### src/clkcfg_defs.svh
`ifndef CLKCFG_DEFS_SVH
`define CLKCFG_DEFS_SVH

// register byte addresses
`define RUN_CFG_ADDR 12'h060
`define SECOND_CFG_ADDR 12'h070
`define STATUS_ADDR 12'h074
`define PLL_CHECK_ADDR 12'h078

// run configuration fields
`define RUN_CFG_RESET 32'h078e_3ac0
// bits 21 and 16:14 stay out of the mask so they always read zero
`define RUN_CFG_RW_MASK 32'h0fde_3fff
`define F_SYSTEM_DIVISOR_HI 26
`define F_SYSTEM_DIVISOR_LO 23
`define F_SYSTEM_DIVISOR_EN 22
`define F_PWM_CLOCK_DIVISOR_EN 20
`define F_PWM_CLOCK_DIVISOR_HI 19
`define F_PWM_CLOCK_DIVISOR_LO 17
`define F_PWR_OFF 13
`define F_OUT_N 12
`define F_BYPASS 11
`define F_PLL_CHECK 10

// second configuration fields
`define SECOND_CFG_RESET 32'h0780_0000
`define SECOND_CFG_RW_MASK 32'h8780_0000
`define F_OVERRIDE 31
`define F_ALTDIV_HI 26
`define F_ALTDIV_LO 23

// pll check timeout: ten microseconds of no pll activity
`define PLL_CHECK_NS 10000
`define CLK_PERIOD_NS 5
`define PLL_CHECK_CYCLES (`PLL_CHECK_NS / `CLK_PERIOD_NS)

`endif

### src/clkcfg_pkg.sv
package clkcfg_pkg;
   // decoded clock selections handed from the register file to the dividers
   typedef struct packed {
      logic [3:0] divisor;
      logic use_divider;
      logic bypass;
   } sys_sel_s;

   typedef struct packed {
      logic [2:0] divisor;
      logic use_divider;
   } pwm_sel_s;

   typedef enum logic [1:0] {
      ahb_idle,
      ahb_write,
      ahb_read
   } bus_phase_e;
endpackage

### src/pow2_divider.sv
// power-of-two clock enable divider, edges locked to hclk
module pow2_divider (
   input wire logic hclk,
   input wire logic hresetn,
   input wire logic [2:0] log2_ratio,
   output logic tick
);
   logic [5:0] count;
   logic [5:0] next_count;
   logic next_tick;
   logic [5:0] wrap;

   // ratio 2^(n+1) for n up to 5, 64 for n of 5 to 7, one hclk high per period, so no phase offset
   always_comb begin
      wrap = 6'h3f >> (3'd5 - ((log2_ratio > 3'd4) ? 3'd5 : log2_ratio));
      // ratio used live each cycle: a smaller new ratio can cut the current period short
      next_count = (count >= wrap) ? 6'h00 : count + 6'h01;
      next_tick = (count >= wrap);
   end

   always_ff @(posedge hclk or negedge hresetn) begin
      if (!hresetn) begin
         count <= 6'h00;
         tick <= 1'b0;
      end else begin
         count <= next_count;
         tick <= next_tick;
      end
   end
endmodule // pow2_divider

### src/pll_sysclk_pwmclk_config.sv
// Function
// - divider enable routes system clock through system divider
// - pll selected forces system divider use
// - override bit selects second register's divisor field
// - pwm divider enable sources pwm clock from pwm divider
// - pwm divisor codes 0..4 give /2../32, codes 5..7 give /64
// - pwm divided clock power-of-two, rising edges on hclk edges
// - reserved bits read zero, ignore writes; software preserves them
// - power-off bit drives pll power-down input, resets to one
// - output-drive-n bit gates pll clock out, resets to one
// - bypass selects oscillator; cleared selects divided pll
// - check bit runs pll timer, flags pll stop; clear disables
//
// Design decisions made here: the AHB-Lite interface to the registers and the register addresses.
`include "clkcfg_defs.svh"
module pll_sysclk_pwmclk_config (
   input wire logic hclk,
   input wire logic hresetn,
   input wire logic hsel,
   input wire logic [31:0] haddr,
   input wire logic [1:0] htrans,
   input wire logic hwrite,
   input wire logic [2:0] hsize,
   input wire logic [31:0] hwdata,
   input wire logic hready,
   output logic [31:0] hrdata,
   output logic hreadyout,
   output logic hresp,
   input wire logic pll_alive,
   output logic pll_power_off,
   output logic pll_out_drive_n,
   output logic sysclk_from_pll,
   output logic sysclk_divided,
   output logic [3:0] sysclk_divisor,
   output logic sysclk_tick,
   output logic pwmclk_tick,
   output logic pll_fail_irq
);
   localparam logic [15:0] CHECK_CYCLES = 16'(`PLL_CHECK_CYCLES);

   // ==========================================================
   // ahb-lite slave
   // ==========================================================
   clkcfg_pkg::bus_phase_e phase;
   clkcfg_pkg::bus_phase_e next_phase;
   logic [11:0] addr_q;
   logic [11:0] next_addr_q;
   logic [31:0] run_clock_configuration;
   logic [31:0] next_run_cfg;
   logic [31:0] second_clock_configuration;
   logic [31:0] next_second_cfg;
   logic [31:0] next_hrdata;
   logic pll_fail;
   logic next_pll_fail;
   logic fail_clear;
   logic [31:0] rd_mux;

   // register read view; reserved bits come back zero
   always_comb begin
      case (addr_q)
         `RUN_CFG_ADDR: rd_mux = run_clock_configuration;
         `SECOND_CFG_ADDR: rd_mux = second_clock_configuration;
         `STATUS_ADDR: rd_mux = {30'h0000_0000, sysclk_from_pll, pll_fail};
         default: rd_mux = 32'h0000_0000;
      endcase
   end

   // address phase captured, data phase handled next cycle, zero wait for writes, one wait cycle for reads
   always_comb begin
      next_phase = clkcfg_pkg::ahb_idle;
      next_addr_q = addr_q;
      next_run_cfg = run_clock_configuration;
      next_second_cfg = second_clock_configuration;
      next_hrdata = hrdata;
      fail_clear = 1'b0;
      if (phase == clkcfg_pkg::ahb_write) begin
         case (addr_q)
            `RUN_CFG_ADDR: next_run_cfg = hwdata & `RUN_CFG_RW_MASK;
            `SECOND_CFG_ADDR: next_second_cfg = hwdata & `SECOND_CFG_RW_MASK;
            `STATUS_ADDR: fail_clear = hwdata[0]; // write one to clear
            default: ;
         endcase
      end
      if (hsel && hready && htrans[1]) begin
         next_addr_q = haddr[11:0];
         next_phase = hwrite ? clkcfg_pkg::ahb_write : clkcfg_pkg::ahb_read;
         if (!hwrite) begin
            next_hrdata = 32'h0000_0000;
         end
      end
      if (phase == clkcfg_pkg::ahb_read) begin
         next_hrdata = rd_mux;
      end
   end

   // read data lands two cycles after the address phase
   always_ff @(posedge hclk or negedge hresetn) begin
      if (!hresetn) begin
         phase <= clkcfg_pkg::ahb_idle;
         addr_q <= 12'h000;
         run_clock_configuration <= `RUN_CFG_RESET;
         second_clock_configuration <= `SECOND_CFG_RESET;
      end else begin
         phase <= next_phase;
         addr_q <= next_addr_q;
         run_clock_configuration <= next_run_cfg;
         second_clock_configuration <= next_second_cfg;
      end
   end

   // hrdata is combinational from registered state would break the
   // flop-output style, so the read is presented from rd_mux registered
   // below with the data phase extended by one wait cycle
   logic rd_wait;
   logic next_rd_wait;
   always_comb begin
      next_rd_wait = (phase == clkcfg_pkg::ahb_read) && !rd_wait;
   end

   always_ff @(posedge hclk or negedge hresetn) begin
      if (!hresetn) begin
         rd_wait <= 1'b0;
         hrdata <= 32'h0000_0000;
         hreadyout <= 1'b1;
         hresp <= 1'b0;
      end else begin
         rd_wait <= next_rd_wait;
         hrdata <= next_hrdata;
         hreadyout <= !(next_phase == clkcfg_pkg::ahb_read);
         hresp <= 1'b0;
      end
   end

   // ==========================================================
   // clock selection decode
   // ==========================================================
   clkcfg_pkg::sys_sel_s sys_sel;
   clkcfg_pkg::pwm_sel_s pwm_sel;

   always_comb begin
      sys_sel.bypass = run_clock_configuration[`F_BYPASS];
      sys_sel.use_divider = run_clock_configuration[`F_SYSTEM_DIVISOR_EN]
                            | ~run_clock_configuration[`F_BYPASS];
      sys_sel.divisor = second_clock_configuration[`F_OVERRIDE]
         ? second_clock_configuration[`F_ALTDIV_HI:`F_ALTDIV_LO]
         : run_clock_configuration[`F_SYSTEM_DIVISOR_HI:`F_SYSTEM_DIVISOR_LO];
      pwm_sel.use_divider = run_clock_configuration[`F_PWM_CLOCK_DIVISOR_EN];
      pwm_sel.divisor = run_clock_configuration[`F_PWM_CLOCK_DIVISOR_HI:`F_PWM_CLOCK_DIVISOR_LO];
   end

   // ==========================================================
   // system clock enable divider, divide by divisor+1
   // ==========================================================
   logic [3:0] sys_count;
   logic [3:0] next_sys_count;
   logic next_sys_tick;

   // count compares against the live divisor, so a smaller new divisor can make a runt
   always_comb begin
      if (!sys_sel.use_divider || sys_count >= sys_sel.divisor) begin
         next_sys_count = 4'h0;
         next_sys_tick = 1'b1;
      end else begin
         next_sys_count = sys_count + 4'h1;
         next_sys_tick = 1'b0;
      end
   end

   // ==========================================================
   // pwm clock enable, power-of-two from hclk, not from system ticks
   // ==========================================================
   logic pwm_div_tick;
   logic next_pwm_tick;

   pow2_divider u_pwm_div (
      .hclk(hclk),
      .hresetn(hresetn),
      .log2_ratio(pwm_sel.divisor),
      .tick(pwm_div_tick)
   );

   // undivided pwm clock follows hclk; divided one is the aligned pulse
   always_comb begin
      next_pwm_tick = pwm_sel.use_divider ? pwm_div_tick : 1'b1;
   end

   // ==========================================================
   // pll control pins and selection outputs
   // ==========================================================
   logic pll_alive_s1;
   logic pll_alive_s2;
   logic pll_alive_s3;
   logic [15:0] check_count;
   logic [15:0] next_check_count;
   logic alive_edge;

   // timer restarts on every pll activity edge; expiry flags failure
   always_comb begin
      alive_edge = pll_alive_s2 ^ pll_alive_s3;
      next_check_count = check_count;
      next_pll_fail = pll_fail;
      if (!run_clock_configuration[`F_PLL_CHECK] || alive_edge) begin
         next_check_count = 16'h0000;
      end else if (check_count < CHECK_CYCLES) begin
         next_check_count = check_count + 16'h0001;
      end
      if (fail_clear) begin
         next_pll_fail = 1'b0;
      end
      if (run_clock_configuration[`F_PLL_CHECK]
          && check_count == CHECK_CYCLES - 16'h0001) begin
         next_pll_fail = 1'b1; // set wins over clear
      end
   end

   always_ff @(posedge hclk or negedge hresetn) begin
      if (!hresetn) begin
         sys_count <= 4'h0;
         sysclk_tick <= 1'b0;
         pwmclk_tick <= 1'b0;
         pll_power_off <= 1'b1;
         pll_out_drive_n <= 1'b1;
         sysclk_from_pll <= 1'b0;
         sysclk_divided <= 1'b0;
         sysclk_divisor <= 4'h0;
         pll_alive_s1 <= 1'b0;
         pll_alive_s2 <= 1'b0;
         pll_alive_s3 <= 1'b0;
         check_count <= 16'h0000;
         pll_fail <= 1'b0;
         pll_fail_irq <= 1'b0;
      end else begin
         sys_count <= next_sys_count;
         sysclk_tick <= next_sys_tick;
         pwmclk_tick <= next_pwm_tick;
         pll_power_off <= run_clock_configuration[`F_PWR_OFF];
         pll_out_drive_n <= run_clock_configuration[`F_OUT_N];
         sysclk_from_pll <= ~sys_sel.bypass;
         sysclk_divided <= sys_sel.use_divider;
         sysclk_divisor <= sys_sel.divisor;
         pll_alive_s1 <= pll_alive;
         pll_alive_s2 <= pll_alive_s1;
         pll_alive_s3 <= pll_alive_s2;
         check_count <= next_check_count;
         pll_fail <= next_pll_fail;
         pll_fail_irq <= next_pll_fail;
      end
   end
endmodule // pll_sysclk_pwmclk_config

### config.mk
export PLATFORM = sky130hd
export DESIGN_NAME = pll_sysclk_pwmclk_config
export DESIGN_NICKNAME = d
export VERILOG_FILES = /design/src/clkcfg_pkg.sv /design/src/pow2_divider.sv /design/src/pll_sysclk_pwmclk_config.sv
export VERILOG_INCLUDE_DIRS = /design/src
export SDC_FILE = /design/constraint.sdc
export NUM_CORES = 1
export LEC_CHECK = 0
export ABC_AREA = 1
export ABC_CLOCK_PERIOD_IN_PS = 2300
export BUFFER_PORTS_ARGS = -buffer_cell sky130_fd_sc_hd__buf_2
export CORE_ASPECT_RATIO = 0.75
export CORE_UTILIZATION = 48
export DETAILED_ROUTE_END_ITERATION = 10
export GPL_TIMING_DRIVEN = 0
export PLACE_DENSITY_LB_ADDON = 0.15
export SYNTH_ARGS = -nofsm -noshare
export SYNTH_HDL_FRONTEND = slang
export SYNTH_SLANG_ARGS = --single-unit
export TNS_END_PERCENT = 30
### constraint.sdc
create_clock -name hclk -period 2.3 [get_ports hclk]
set_clock_uncertainty 0.2 [all_clocks]
set_input_delay 0.23 -clock hclk [delete_from_list [all_inputs] [get_ports hclk]]
set_output_delay 0.23 -clock hclk [all_outputs]
set_load 0.01 [all_outputs]
Word level (Yosys, flattened, before mapping) --
Cells that the tools add are included.
Operators by class: $add $sub $neg 4, $mul 0, div/mod/pow operators 0, order comparisons 4, eq/ne operators 8, shift-type cells 1, mux-type cells 18, bitwise operators 3, reduce and logical (&&, ||, !) cells 14
Operator list (count):
- 2-to-1 mux 32 bit | 3
- case mux 32 bit (3 select lines) | 1
- equality test 12 x 7 -> 1 bit (second input constant) | 3
- 2-to-1 mux 16 bit | 2
- adder 16 x 1 -> 16 bit (second input constant) | 1
- equality test 16 x 11 -> 1 bit (second input constant) | 1
- < comparator 16 x 11 -> 1 bit (second input constant) | 1
- 2-to-1 mux 4 bit | 2
- adder 6 x 1 -> 6 bit (second input constant) | 1
- greater-or-equal comparator 6 bit | 1
- 2-to-1 mux 1 bit | 6
- 2-to-1 mux 6 bit | 1
- AND reduction 2 bit | 3
- nonzero test 2 bit | 3
- right shift 6 x 3 -> 6 bit (first input constant) | 1
- adder 4 x 1 -> 4 bit (second input constant) | 1
- equality test 2 bit (second input constant) | 2
- greater-or-equal comparator 4 bit | 1
- 2-to-1 mux 2 bit | 2
- > comparator 3 bit (second input constant) | 1
- logical AND 1 bit | 3
- logical NOT 1 bit | 3
- 2-to-1 mux 3 bit | 1
- subtractor 3 bit (first input constant) | 1
- 6 further kinds | 7
Storage, ports and cells: register bits after elaboration 117, bits in latches 0, RAM bits 0, ROM bits 0, input port bits 75, output and inout bits 45, logic and storage cells 73, memories kept 0

Logic depth before layout (Yosys ltp) --
Gate-level depths: netlist of run 1.
word-level depth 6, mapped depth 12, mapped depth without buffers 12

Modules after synthesis --
Synthesis of run 1 repeated with hierarchy kept, for this count alone.
Unflattened totals: cell total of the unflattened synthesis 592, area total of the unflattened synthesis 5092.4 µm²
Modules (own cells, without submodules):
- pll_sysclk_pwmclk_config | instances 1, cells an instance 525, area each 4579.4 µm², sequential area each 2602.5 µm²
- pow2_divider | instances 1, cells an instance 67, area each 513.0 µm², sequential area each 175.2 µm²

Least setup slack after synthesis of run 1 --
Ideal clock, no wire load.
path kind reg-to-reg, start register run_clock_configuration[18], end register u_pwm_div.count[2], library setup time 86 ps, arrival time 1882 ps, data required time 2014 ps, path slack 132 ps, stages on the path, launching flop included 10, path buffers 0, period minus slack after synthesis 2168 ps, cell sequence dfstp_2 > inv_1 > nor2_1 > ha_1 > nor2_1 > ha_1 > a21boi_0 > o21ai_0 > nand2_1 > nor3_1
Between the ends: longest elaborated chain between the ends 6
Ends and longest elaborated chain:
- from (decl) | line pll_sysclk_pwmclk_config.sv:48 | logic [31:0] run_clock_configuration;
- from (signal assigned) | line pll_sysclk_pwmclk_config.sv:101 | run_clock_configuration <= `RUN_CFG_RESET;
- from (signal assigned) | line pll_sysclk_pwmclk_config.sv:106 | run_clock_configuration <= next_run_cfg;
- > comparator 3 bit | line pow2_divider.sv:15 | wrap = 6'h3f >> (3'd5 - ((log2_ratio > 3'd4) ? 3'd5 : log2_ratio));
- 2-to-1 mux 3 bit * | line pow2_divider.sv:15
- subtractor 3 bit * | line pow2_divider.sv:15
- right shift 6 x 3 -> 6 bit * | line pow2_divider.sv:15
- greater-or-equal comparator 6 bit *
- net u_pwm_div.next_tick | line pow2_divider.sv:10 | logic next_tick;
- 2-to-1 mux 6 bit * | line pow2_divider.sv:17 | next_count = (count >= wrap) ? 6'h00 : count + 6'h01;
- net u_pwm_div.next_count[2] | line pow2_divider.sv:9 | logic [5:0] next_count;
- to (signal assigned) | line pow2_divider.sv:26 | count <= next_count;
- to (decl) | line pow2_divider.sv:8 | logic [5:0] count;
The timed path passes the listed nets; every way through them passes the cells marked *. A chain may end at the register's enable or synchronous reset.

Worst setup path in the final report of run 1 --
Same ends and word-level chain as after synthesis.

==> results by group, run 1 <==
Run status
  • Status: complete, no violations

Timing
  • Slew @ Worst Pin: between 500 and 600 ps
  • Final Hold Fails: 0
  • Final WS setup: between 30 and 40 ps
  • FMAX: approximately 440 MHz
  • Final slew viol count: 0
  • Final Cycle Share: 0.9855
  • Unrepaired setup endpoints after global routing: true
  • Max-slew headroom: 0.6119
  • Final setup fails: 0
  • Final Critical Period: roughly 2300 ps

Synth
  • Mapped Area: between 5000 and 6000 sq um
  • Syn. warnings: 0
  • Register area share after synthesis: 0.5488
  • Post-Syn Instances: between 500 and 600
  • Synthesized area per cell: slightly below 9 sq um
  • Seq cells post-synth: 110
  • Cell variety after synth: 35

Layout
  • Layout cells sized above 1: 0.2510
  • Layout area overhead: 29.52%
  • Non-Filler Instances: roughly 870
  • Final core occ: 0.6395
  • Cell area after layout: 6555 sq um
  • Antenna Cells: 0
  • Commonest non-fill, non-tap cells in the layout: nand2_1, dfrtp_1, buf_2, inv_1, dlygate4sd3_1
  • Nets: 814
  • Filler Cell Count: around 900
  • Most common cell after layout, fill and taps aside: nand2_1

Clock tree
  • Root buf cell: clkbuf_16
  • TritonCTS clock tree: yes
  • CTS clk-pin slew, worst paths: 70 ps
  • Clock sinks: between 100 and 150
  • CTS Buffer Depth: 2
  • Clk Latency, worst-skew pair: approximately 350 ps
  • CTS Buf Count: 9
  • Htree depth: 3

Hold path
  • Worst Hold End: hreadyout
  • Hold Crit Start: hready
  • Hold Path Cell Cnt: 4
  • Hold Path Class: input port to flip-flop

Placed design
  • GP Congestion: approximately 0.84
  • HPWL Detailed: 7854 um
  • DP Area: around 5700 sq um
  • Placed insts: approximately 800
  • Input/output buffers: 80
  • Place WS: -136.3 ps

Power and ir drop
  • Net Switching: about 1.2 mW
  • Clk pwr share: 0.361
  • Switch share: 0.2669
  • Internal: about 3.4 mW
  • Power share of the combinational group: 0.164
  • Power Density: 711.8 nW/um^2
  • Pwr Total: roughly 4.7 mW
  • Static Leak: roughly 3.3 nW
  • Sequential power share: 0.475
  • Worst vdd ir: ~0.0005 V

Critical path
  • Startpoint types: flip-flop
  • WS Path Type: flip-flop to flip-flop
  • R2r endpoint: u_pwm_div.count[2]
  • FF-to-FF path depth: 9
  • Worst Path Max Fanout: 6
  • Data required time of the worst path: around 2400 ps
  • Worst r2r src: run_clock_configuration[18]
  • Crit path DAT: between 2000 and 2500 ps
  • Worst setup EP type: flip-flop
  • Flop-to-flop setup slack: around 33 ps

Floorplan
  • Number of cell rows: 32
  • IO Pins: between 100 and 150
  • Die height: 90.93 um
  • Core area: 10250 sq um
  • Initial core utilization: 0.4938
  • DIE WIDTH: 120.6 um
  • Die ar.: between 10000 and 15000 sq um

Detailed routing
  • DR DRC count: 0
  • DRT iter0 DRCs: 262
  • Avg Vias per Cell: 4.837
  • Antenna Nets Post-Route: 0
  • WL/cell: 13.26 um
  • DRT Pass-1 Iters: 5
  • Total number of vias: around 4200
  • Post-Route WL: between 10000 and 15000 um

Global routing
  • Global route total overflow: 0
  • Initial antenna violation count: 0
  • Vias in the first global route: 4206
  • First-pass GRT wire length: a little under 20000 um
  • Largest net degree at the start of global routing: 70
  • GRT Overall Usage: 0.2307

Job
  • Max Cap Viol: 0
## critical path: stages, from the launching register on
cell and delay (ps):
dfstp_2 560, inv_4 40, nor2_4 150, ha_4 240, nor2_4 110, ha_4 200, a21boi_2 150, o21ai_2 220
nand2_4 120, nor3_4 190
## state kept, by name, indices dropped and copies added (netlist names), 2 cells and up
name / count
addr_q: 12
check_count: 16
hrdata: 25
phase: 2
run_clock_configuration: 24
second_clock_configuration: 5
sys_count: 4
sysclk_divisor: 4
u_pwm_div.count: 6
## worst max path at each step
stage	slack, ps	startpoint	to	depth (start not counted)
CTS	20	run_clock_configuration[18]	u_pwm_div.count[3]	10
finish	30	run_clock_configuration[18]	u_pwm_div.count[2]	9
global route	-20	run_clock_configuration[19]	u_pwm_div.count[3]	9
global placement	-460	hresetn	u_pwm_div.count[4]	1
floorplan	130	run_clock_configuration[18]	u_pwm_div.count[2]	9
detailed placement	-140	run_clock_configuration[18]	u_pwm_div.count[2]	9
## metal layers
metal | vias to the layer above | global-route usage | wire length, um
met1 | 1991 | 0.3053 | 5349
met3 | 12 | 0.05366 | 567
li1 | 2086 | - | -
met4 | 0 | 0.07202 | 170
met5 | - | 0 | 0
met2 | 95 | 0.3760 | 5385
## power by group through the flow
stage / clock [mW] / combinational [mW] / sequential (mW)
after floorplan: 0 / 0.435 / 2.22
after global placement: 0 / 0.592 / 2.23
after detailed placement: 0 / 0.629 / 2.24
after CTS: 1.72 / 0.704 / 2.21
after global routing: 1.78 / 0.877 / 2.23
final: 1.68 / 0.767 / 2.21
## cell usage after synthesis
| cell | instances | area, sq um |
|---|---|---|
| buf_6 | 2 | 22.52 |
| nand2_2 | 7 | 43.79 |
| nor3_4 | 1 | 16.27 |
| o21bai_1 | 2 | 15.01 |
| o21a_1 | 1 | 7.510 |
| a21boi_0 | 1 | 7.510 |
| ha_1 | 15 | 187.7 |
| clkinv_4 | 1 | 8.760 |
| nand3_4 | 1 | 17.52 |
| inv_2 | 3 | 11.26 |
| buf_2 | 3 | 15.01 |
| o21ai_1 | 8 | 40.04 |
| clkbuf_1 | 7 | 26.28 |
| nand2_1 | 197 | 739.5 |
| buf_8 | 1 | 15.01 |
| conb_1 | 1 | 3.750 |
| nand3b_4 | 1 | 20.02 |
| nor2_1 | 41 | 153.9 |
| nor3_1 | 2 | 10.01 |
| dfrtp_1 | 90 | 2252 |
| dfstp_2 | 20 | 525.5 |
| xor2_1 | 5 | 43.79 |
| nand3_1 | 29 | 145.1 |
| nand3_2 | 1 | 10.01 |
| nand4_1 | 9 | 56.30 |
| and3_1 | 1 | 6.260 |
| or2_2 | 1 | 6.260 |
| nor2_2 | 3 | 18.77 |
| buf_4 | 10 | 75.07 |
| xnor2_1 | 2 | 17.52 |
| nor2_4 | 4 | 45.04 |
| a21oi_1 | 5 | 25.02 |
| o21ai_2 | 6 | 52.55 |
| inv_1 | 60 | 225.2 |
| o21ai_0 | 39 | 195.2 |
## what timing repair did
item                                    in CTS  in global routing
hold buffers                                40                  0
endpoints found under the setup margin       6                  7
endpoints found under the hold margin       81                  0
cloned                                       0                  0
resized for setup                            4                 22
setup buffers                                1                  5
pin swaps                                    2                 10
## stage by stage
step / TNS, ps / hold slack [ps]
floorplan: 0 / -265.6
global placement: -41090 / 132.3
detailed placement: -377.4 / 51.57
CTS: 0 / 127.8
global route: -27.08 / 154.6
finish: 0 / 138.0
## cells by family (layout without fill, tap and decap cells)
| logic type | after synthesis | after routing | synth area share |
|---|---|---|---|
| AND/OR/NAND/NOR | 298 | 298 | 0.2546 |
| flip-flops | 110 | 110 | 0.5488 |
| buffers and inverters | 87 | 229 | 0.07886 |
| AO/OA/AOI/OAI | 62 | 62 | 0.06774 |
| adder cells (fa/ha/maj) | 15 | 15 | 0.03708 |
| XOR/XNOR | 7 | 7 | 0.01211 |
| other | 1 | 8 | 0.0007409 |
## cell type report
class                      count  area [sq um]  area share
tap                          136         170.2     0.02596
clock buffer                  11         242.7     0.03703
clock inverter                 5         82.58     0.01260
buffer                        23         155.1     0.02367
timing repair buffer         126         868.3      0.1325
multi-input combinational    390          2011      0.3067
sequential                   110          2778      0.4237
inverter                      64         247.7     0.03779
Power figures use the tool's default switching activity.
==> run 2: changes to the inputs <==
--- a/config.mk
+++ b/config.mk
@@ -6,11 +6,11 @@
 export SDC_FILE = /design/constraint.sdc
 export NUM_CORES = 1
 export LEC_CHECK = 0
-export ABC_AREA = 1
+export ABC_AREA = 0
 export ABC_CLOCK_PERIOD_IN_PS = 2300
 export BUFFER_PORTS_ARGS = -buffer_cell sky130_fd_sc_hd__buf_2
 export CORE_ASPECT_RATIO = 0.75
-export CORE_UTILIZATION = 48
+export CORE_UTILIZATION = 47
 export DETAILED_ROUTE_END_ITERATION = 10
 export GPL_TIMING_DRIVEN = 0
 export PLACE_DENSITY_LB_ADDON = 0.15
==> run 2 against run 1 <==
  * Maximum frequency up 0.63%
  * Synthesized area is 8.6% lower
  * Sequential power shrank 7%
  * Setup slack better by 14 ps
  * Via count decreased by 24%
  * Total power shrank 12%
  * Largest power group unchanged
==> results by group, run 2 <==
Placed design
  • DP Area: 5241 sq um (-7.9%)
  • Placed insts: 572 (-29%)
  • GP Congestion: 0.7785 (-7.3%)
  • HPWL Detailed: 6247 um (-20%)
  • Place WS: -531.8 ps (-395.5 ps)
  • Input/output buffers: 80 (unchanged)

Job
  • Max Cap Viol: 0 (unchanged)

Timing
  • Final Cycle Share: 0.9794 (-0.006154)
  • Setup TNS: 0 ps (unchanged)
  • Final Critical Period: 2253 ps (-14.15 ps)
  • Slew @ Worst Pin: 676.6 ps (+94.40 ps)
  • Final WS setup: 47.40 ps (+14.15 ps)
  • Unrepaired setup endpoints after global routing: true
  • Final slew viol count: 0 (unchanged)
  • Final Hold Fails: 0 (unchanged)
  • FMAX: 443.9 MHz (+0.63%)
  • Final setup fails: 0 (unchanged)
  • Hold slack: 43.82 ps (-94.18 ps)
  • Max-slew headroom: 0.5455 (-0.06641)

Detailed routing
  • WL/cell: 15.38 um (+16%)
  • DR DRC count: 0 (unchanged)
  • DRT Pass-1 Iters: 6 (+1)
  • Antenna Nets Post-Route: 0 (unchanged)
  • Post-Route WL: 9671 um (-16%)
  • Total number of vias: 3196 (-24%)
  • Avg Vias per Cell: 5.081 (+5.0%)
  • DRT iter0 DRCs: 96 (-63%)

Layout
  • Commonest non-fill, non-tap cells in the layout: dfrtp_1, buf_2, mux2_2, dlygate4sd3_1
  • Layout cells sized above 1: 0.3812 (+0.1302)
  • Max reg flops: 25 (unchanged)
  • Nets: 586 (-28%)
  • Layout area overhead: 31.20%
  • Top reg by flops: hrdata
  • Non-Filler Instances: 629 (-27%)
  • Cell area after layout: 6067 sq um (-7.4%)
  • Antenna Cells: 0 (unchanged)
  • Biggest regs: hrdata: 25 flops, run_clock_configuration: 24 flops, check_count: 16 flops
  • Filler Cell Count: 715 (-20%)
  • Most common cell after layout, fill and taps aside: dfrtp_1
  • Final core occ: 0.6517 (+0.01222)

Clock tree
  • Clock sinks: 110 (unchanged)
  • Root buf cell: clkbuf_16
  • CTS clk-pin slew, worst paths: 70 ps (about the same)
  • Htree depth: 3 (unchanged)
  • CTS Buf Count: 9 (unchanged)
  • TritonCTS clock tree: yes
  • CTS Buffer Depth: 2 (unchanged)
  • Clk Latency, worst-skew pair: 340 ps (about the same)

Floorplan
  • Die ar.: 10240 sq um (-6.6%)
  • DIE WIDTH: 116.5 um (-3.3%)
  • Number of cell rows: 30 (-6.3%)
  • Initial core utilization: 0.4968 (+0.003000)
  • Die height: 87.91 um (-3.3%)
  • Core area: 9309 sq um (-9.2%)
  • IO Pins: 120 (unchanged)

Power and ir drop
  • Static Leak: 2.938 nW (-12%)
  • Pwr Total: 4.091 mW (-12%)
  • Power Density: 674.3 nW/um^2 (-5.3%)
  • Worst vdd ir: 0.0004637 V (-8.9%)

Synth
  • Ys flop type: dfrtp_1
  • Synthesized area per cell: 12.99 sq um (+49%)
  • Synth async-reset ratio: 1.000 (unchanged)
  • Mapped Area: 4624 sq um (-8.6%)
  • Top-count cell post-synth: dfrtp_1
  • Register area share after synthesis: 0.6006 (+0.05182)
  • Post-Syn Instances: 356 (-39%)
  • EDFF count, synth: 0 (unchanged)
  • Synth top area cells: dfrtp_1, dfstp_2, mux2_2
  • Post-synth top cells: dfrtp_1, mux2_2, nor2_1
  • Cell variety after synth: 49 (+40%)
  • Synth top area share: 0.4870 (+0.04202)
  • Cell taking the most area after synthesis: dfrtp_1
  • Seq cells post-synth: 110 (unchanged)
  • Syn. warnings: 0 (unchanged)

Global routing
  • Largest net degree at the start of global routing: 69 (-1.4%)
  • First-pass GRT wire length: 15300 um (-22%)
  • Vias in the first global route: 3081 (-27%)
  • Initial antenna violation count: 0 (unchanged)
  • Global route total overflow: 0 (unchanged)
  • GRT Overall Usage: 0.2017 (-0.02897)

Critical path
  • FF-to-FF path depth: 4 (-5)
  • Startpoint types: flip-flop
  • WS Path Type: flip-flop to flip-flop
  • Worst Path Max Fanout: 6 (unchanged)
  • Worst setup EP type: flip-flop
  • Crit path DAT: 2320 ps (-20 ps)
  • Data required time of the worst path: 2370 ps (about the same)

Hold path
  • Hold Path Class: input port to flip-flop
  • Hold Path Cell Cnt: 2 (-2)

Run status
  • Status: complete, no violations
-- run 2: metal layers --
layer	global-route usage	part of all wire
met1	0.2773	0.49
met2	0.3098	0.45
met3	0.07751	0.056
met4	0.03452	0.0066
met5	0	0
-- run 2: power by group --
group | internal [mW] | switching, mW | leakage (nW)
clock | 0.987 | 0.689 | 0.156
sequential | 2.01 | 0.0537 | 1.40
combinational | 0.192 | 0.163 | 1.38
total | 3.19 | 0.906 | 2.94
-- run 2: final cells by class --
cell class	count	area (sq um)	area share
clock buffers	11	242.7	0.04001
repair buffers	122	838.3	0.1382
clock inverters	5	81.33	0.01340
inverters	16	60.06	0.009899
well taps	128	160.2	0.02640
flip-flops and latches	110	2778	0.4578
multi-input cells	218	1783	0.2939
plain buffers	19	123.9	0.02042
-- run 2: logic make-up after synthesis --
kind of cell	count (synthesis)	synth area share
AOI/OAI and AO/OA	59	0.09686
xor gates and xnor gates	9	0.01704
adders and majority gates	15	0.04058
buffers and inverters	35	0.03707
DFF	110	0.6006
muxes	47	0.1134
other	1	0.0008109
and+or+nand+nor	80	0.09362
-- run 2: repair_timing --
action	in CTS	in global routing
hold endpoints to repair	75	0
endpoints found under the setup margin	59	27
pin swaps	0	3
cloned	0	0
hold buffers	40	0
setup buffers	0	1
resized for setup	14	9
-- run 2: worst max-delay path, cell delays in order (launching register included) --
cell and delay, ps:
dfrtp_1 370, or4_4 560, a211o_2 370, or4b_1 510, a21oi_1 160
-- run 2: path summary, 6_finish.rpt --
| path | startpoint | to | slack [ps] |
|---|---|---|---|
| worst max-delay path | check_count[13] | check_count[7] | 50 |
| worst min register to register | pll_alive_s1 | pll_alive_s2 | 150 |
| min in group asynchronous | hresetn | u_pwm_div.count[2] | 220 |
| max in group asynchronous | hresetn | second_clock_configuration[25] | 900 |
| worst min-delay path | htrans[1] | phase[1] | 40 |
| worst max register to register | check_count[13] | check_count[7] | 50 |
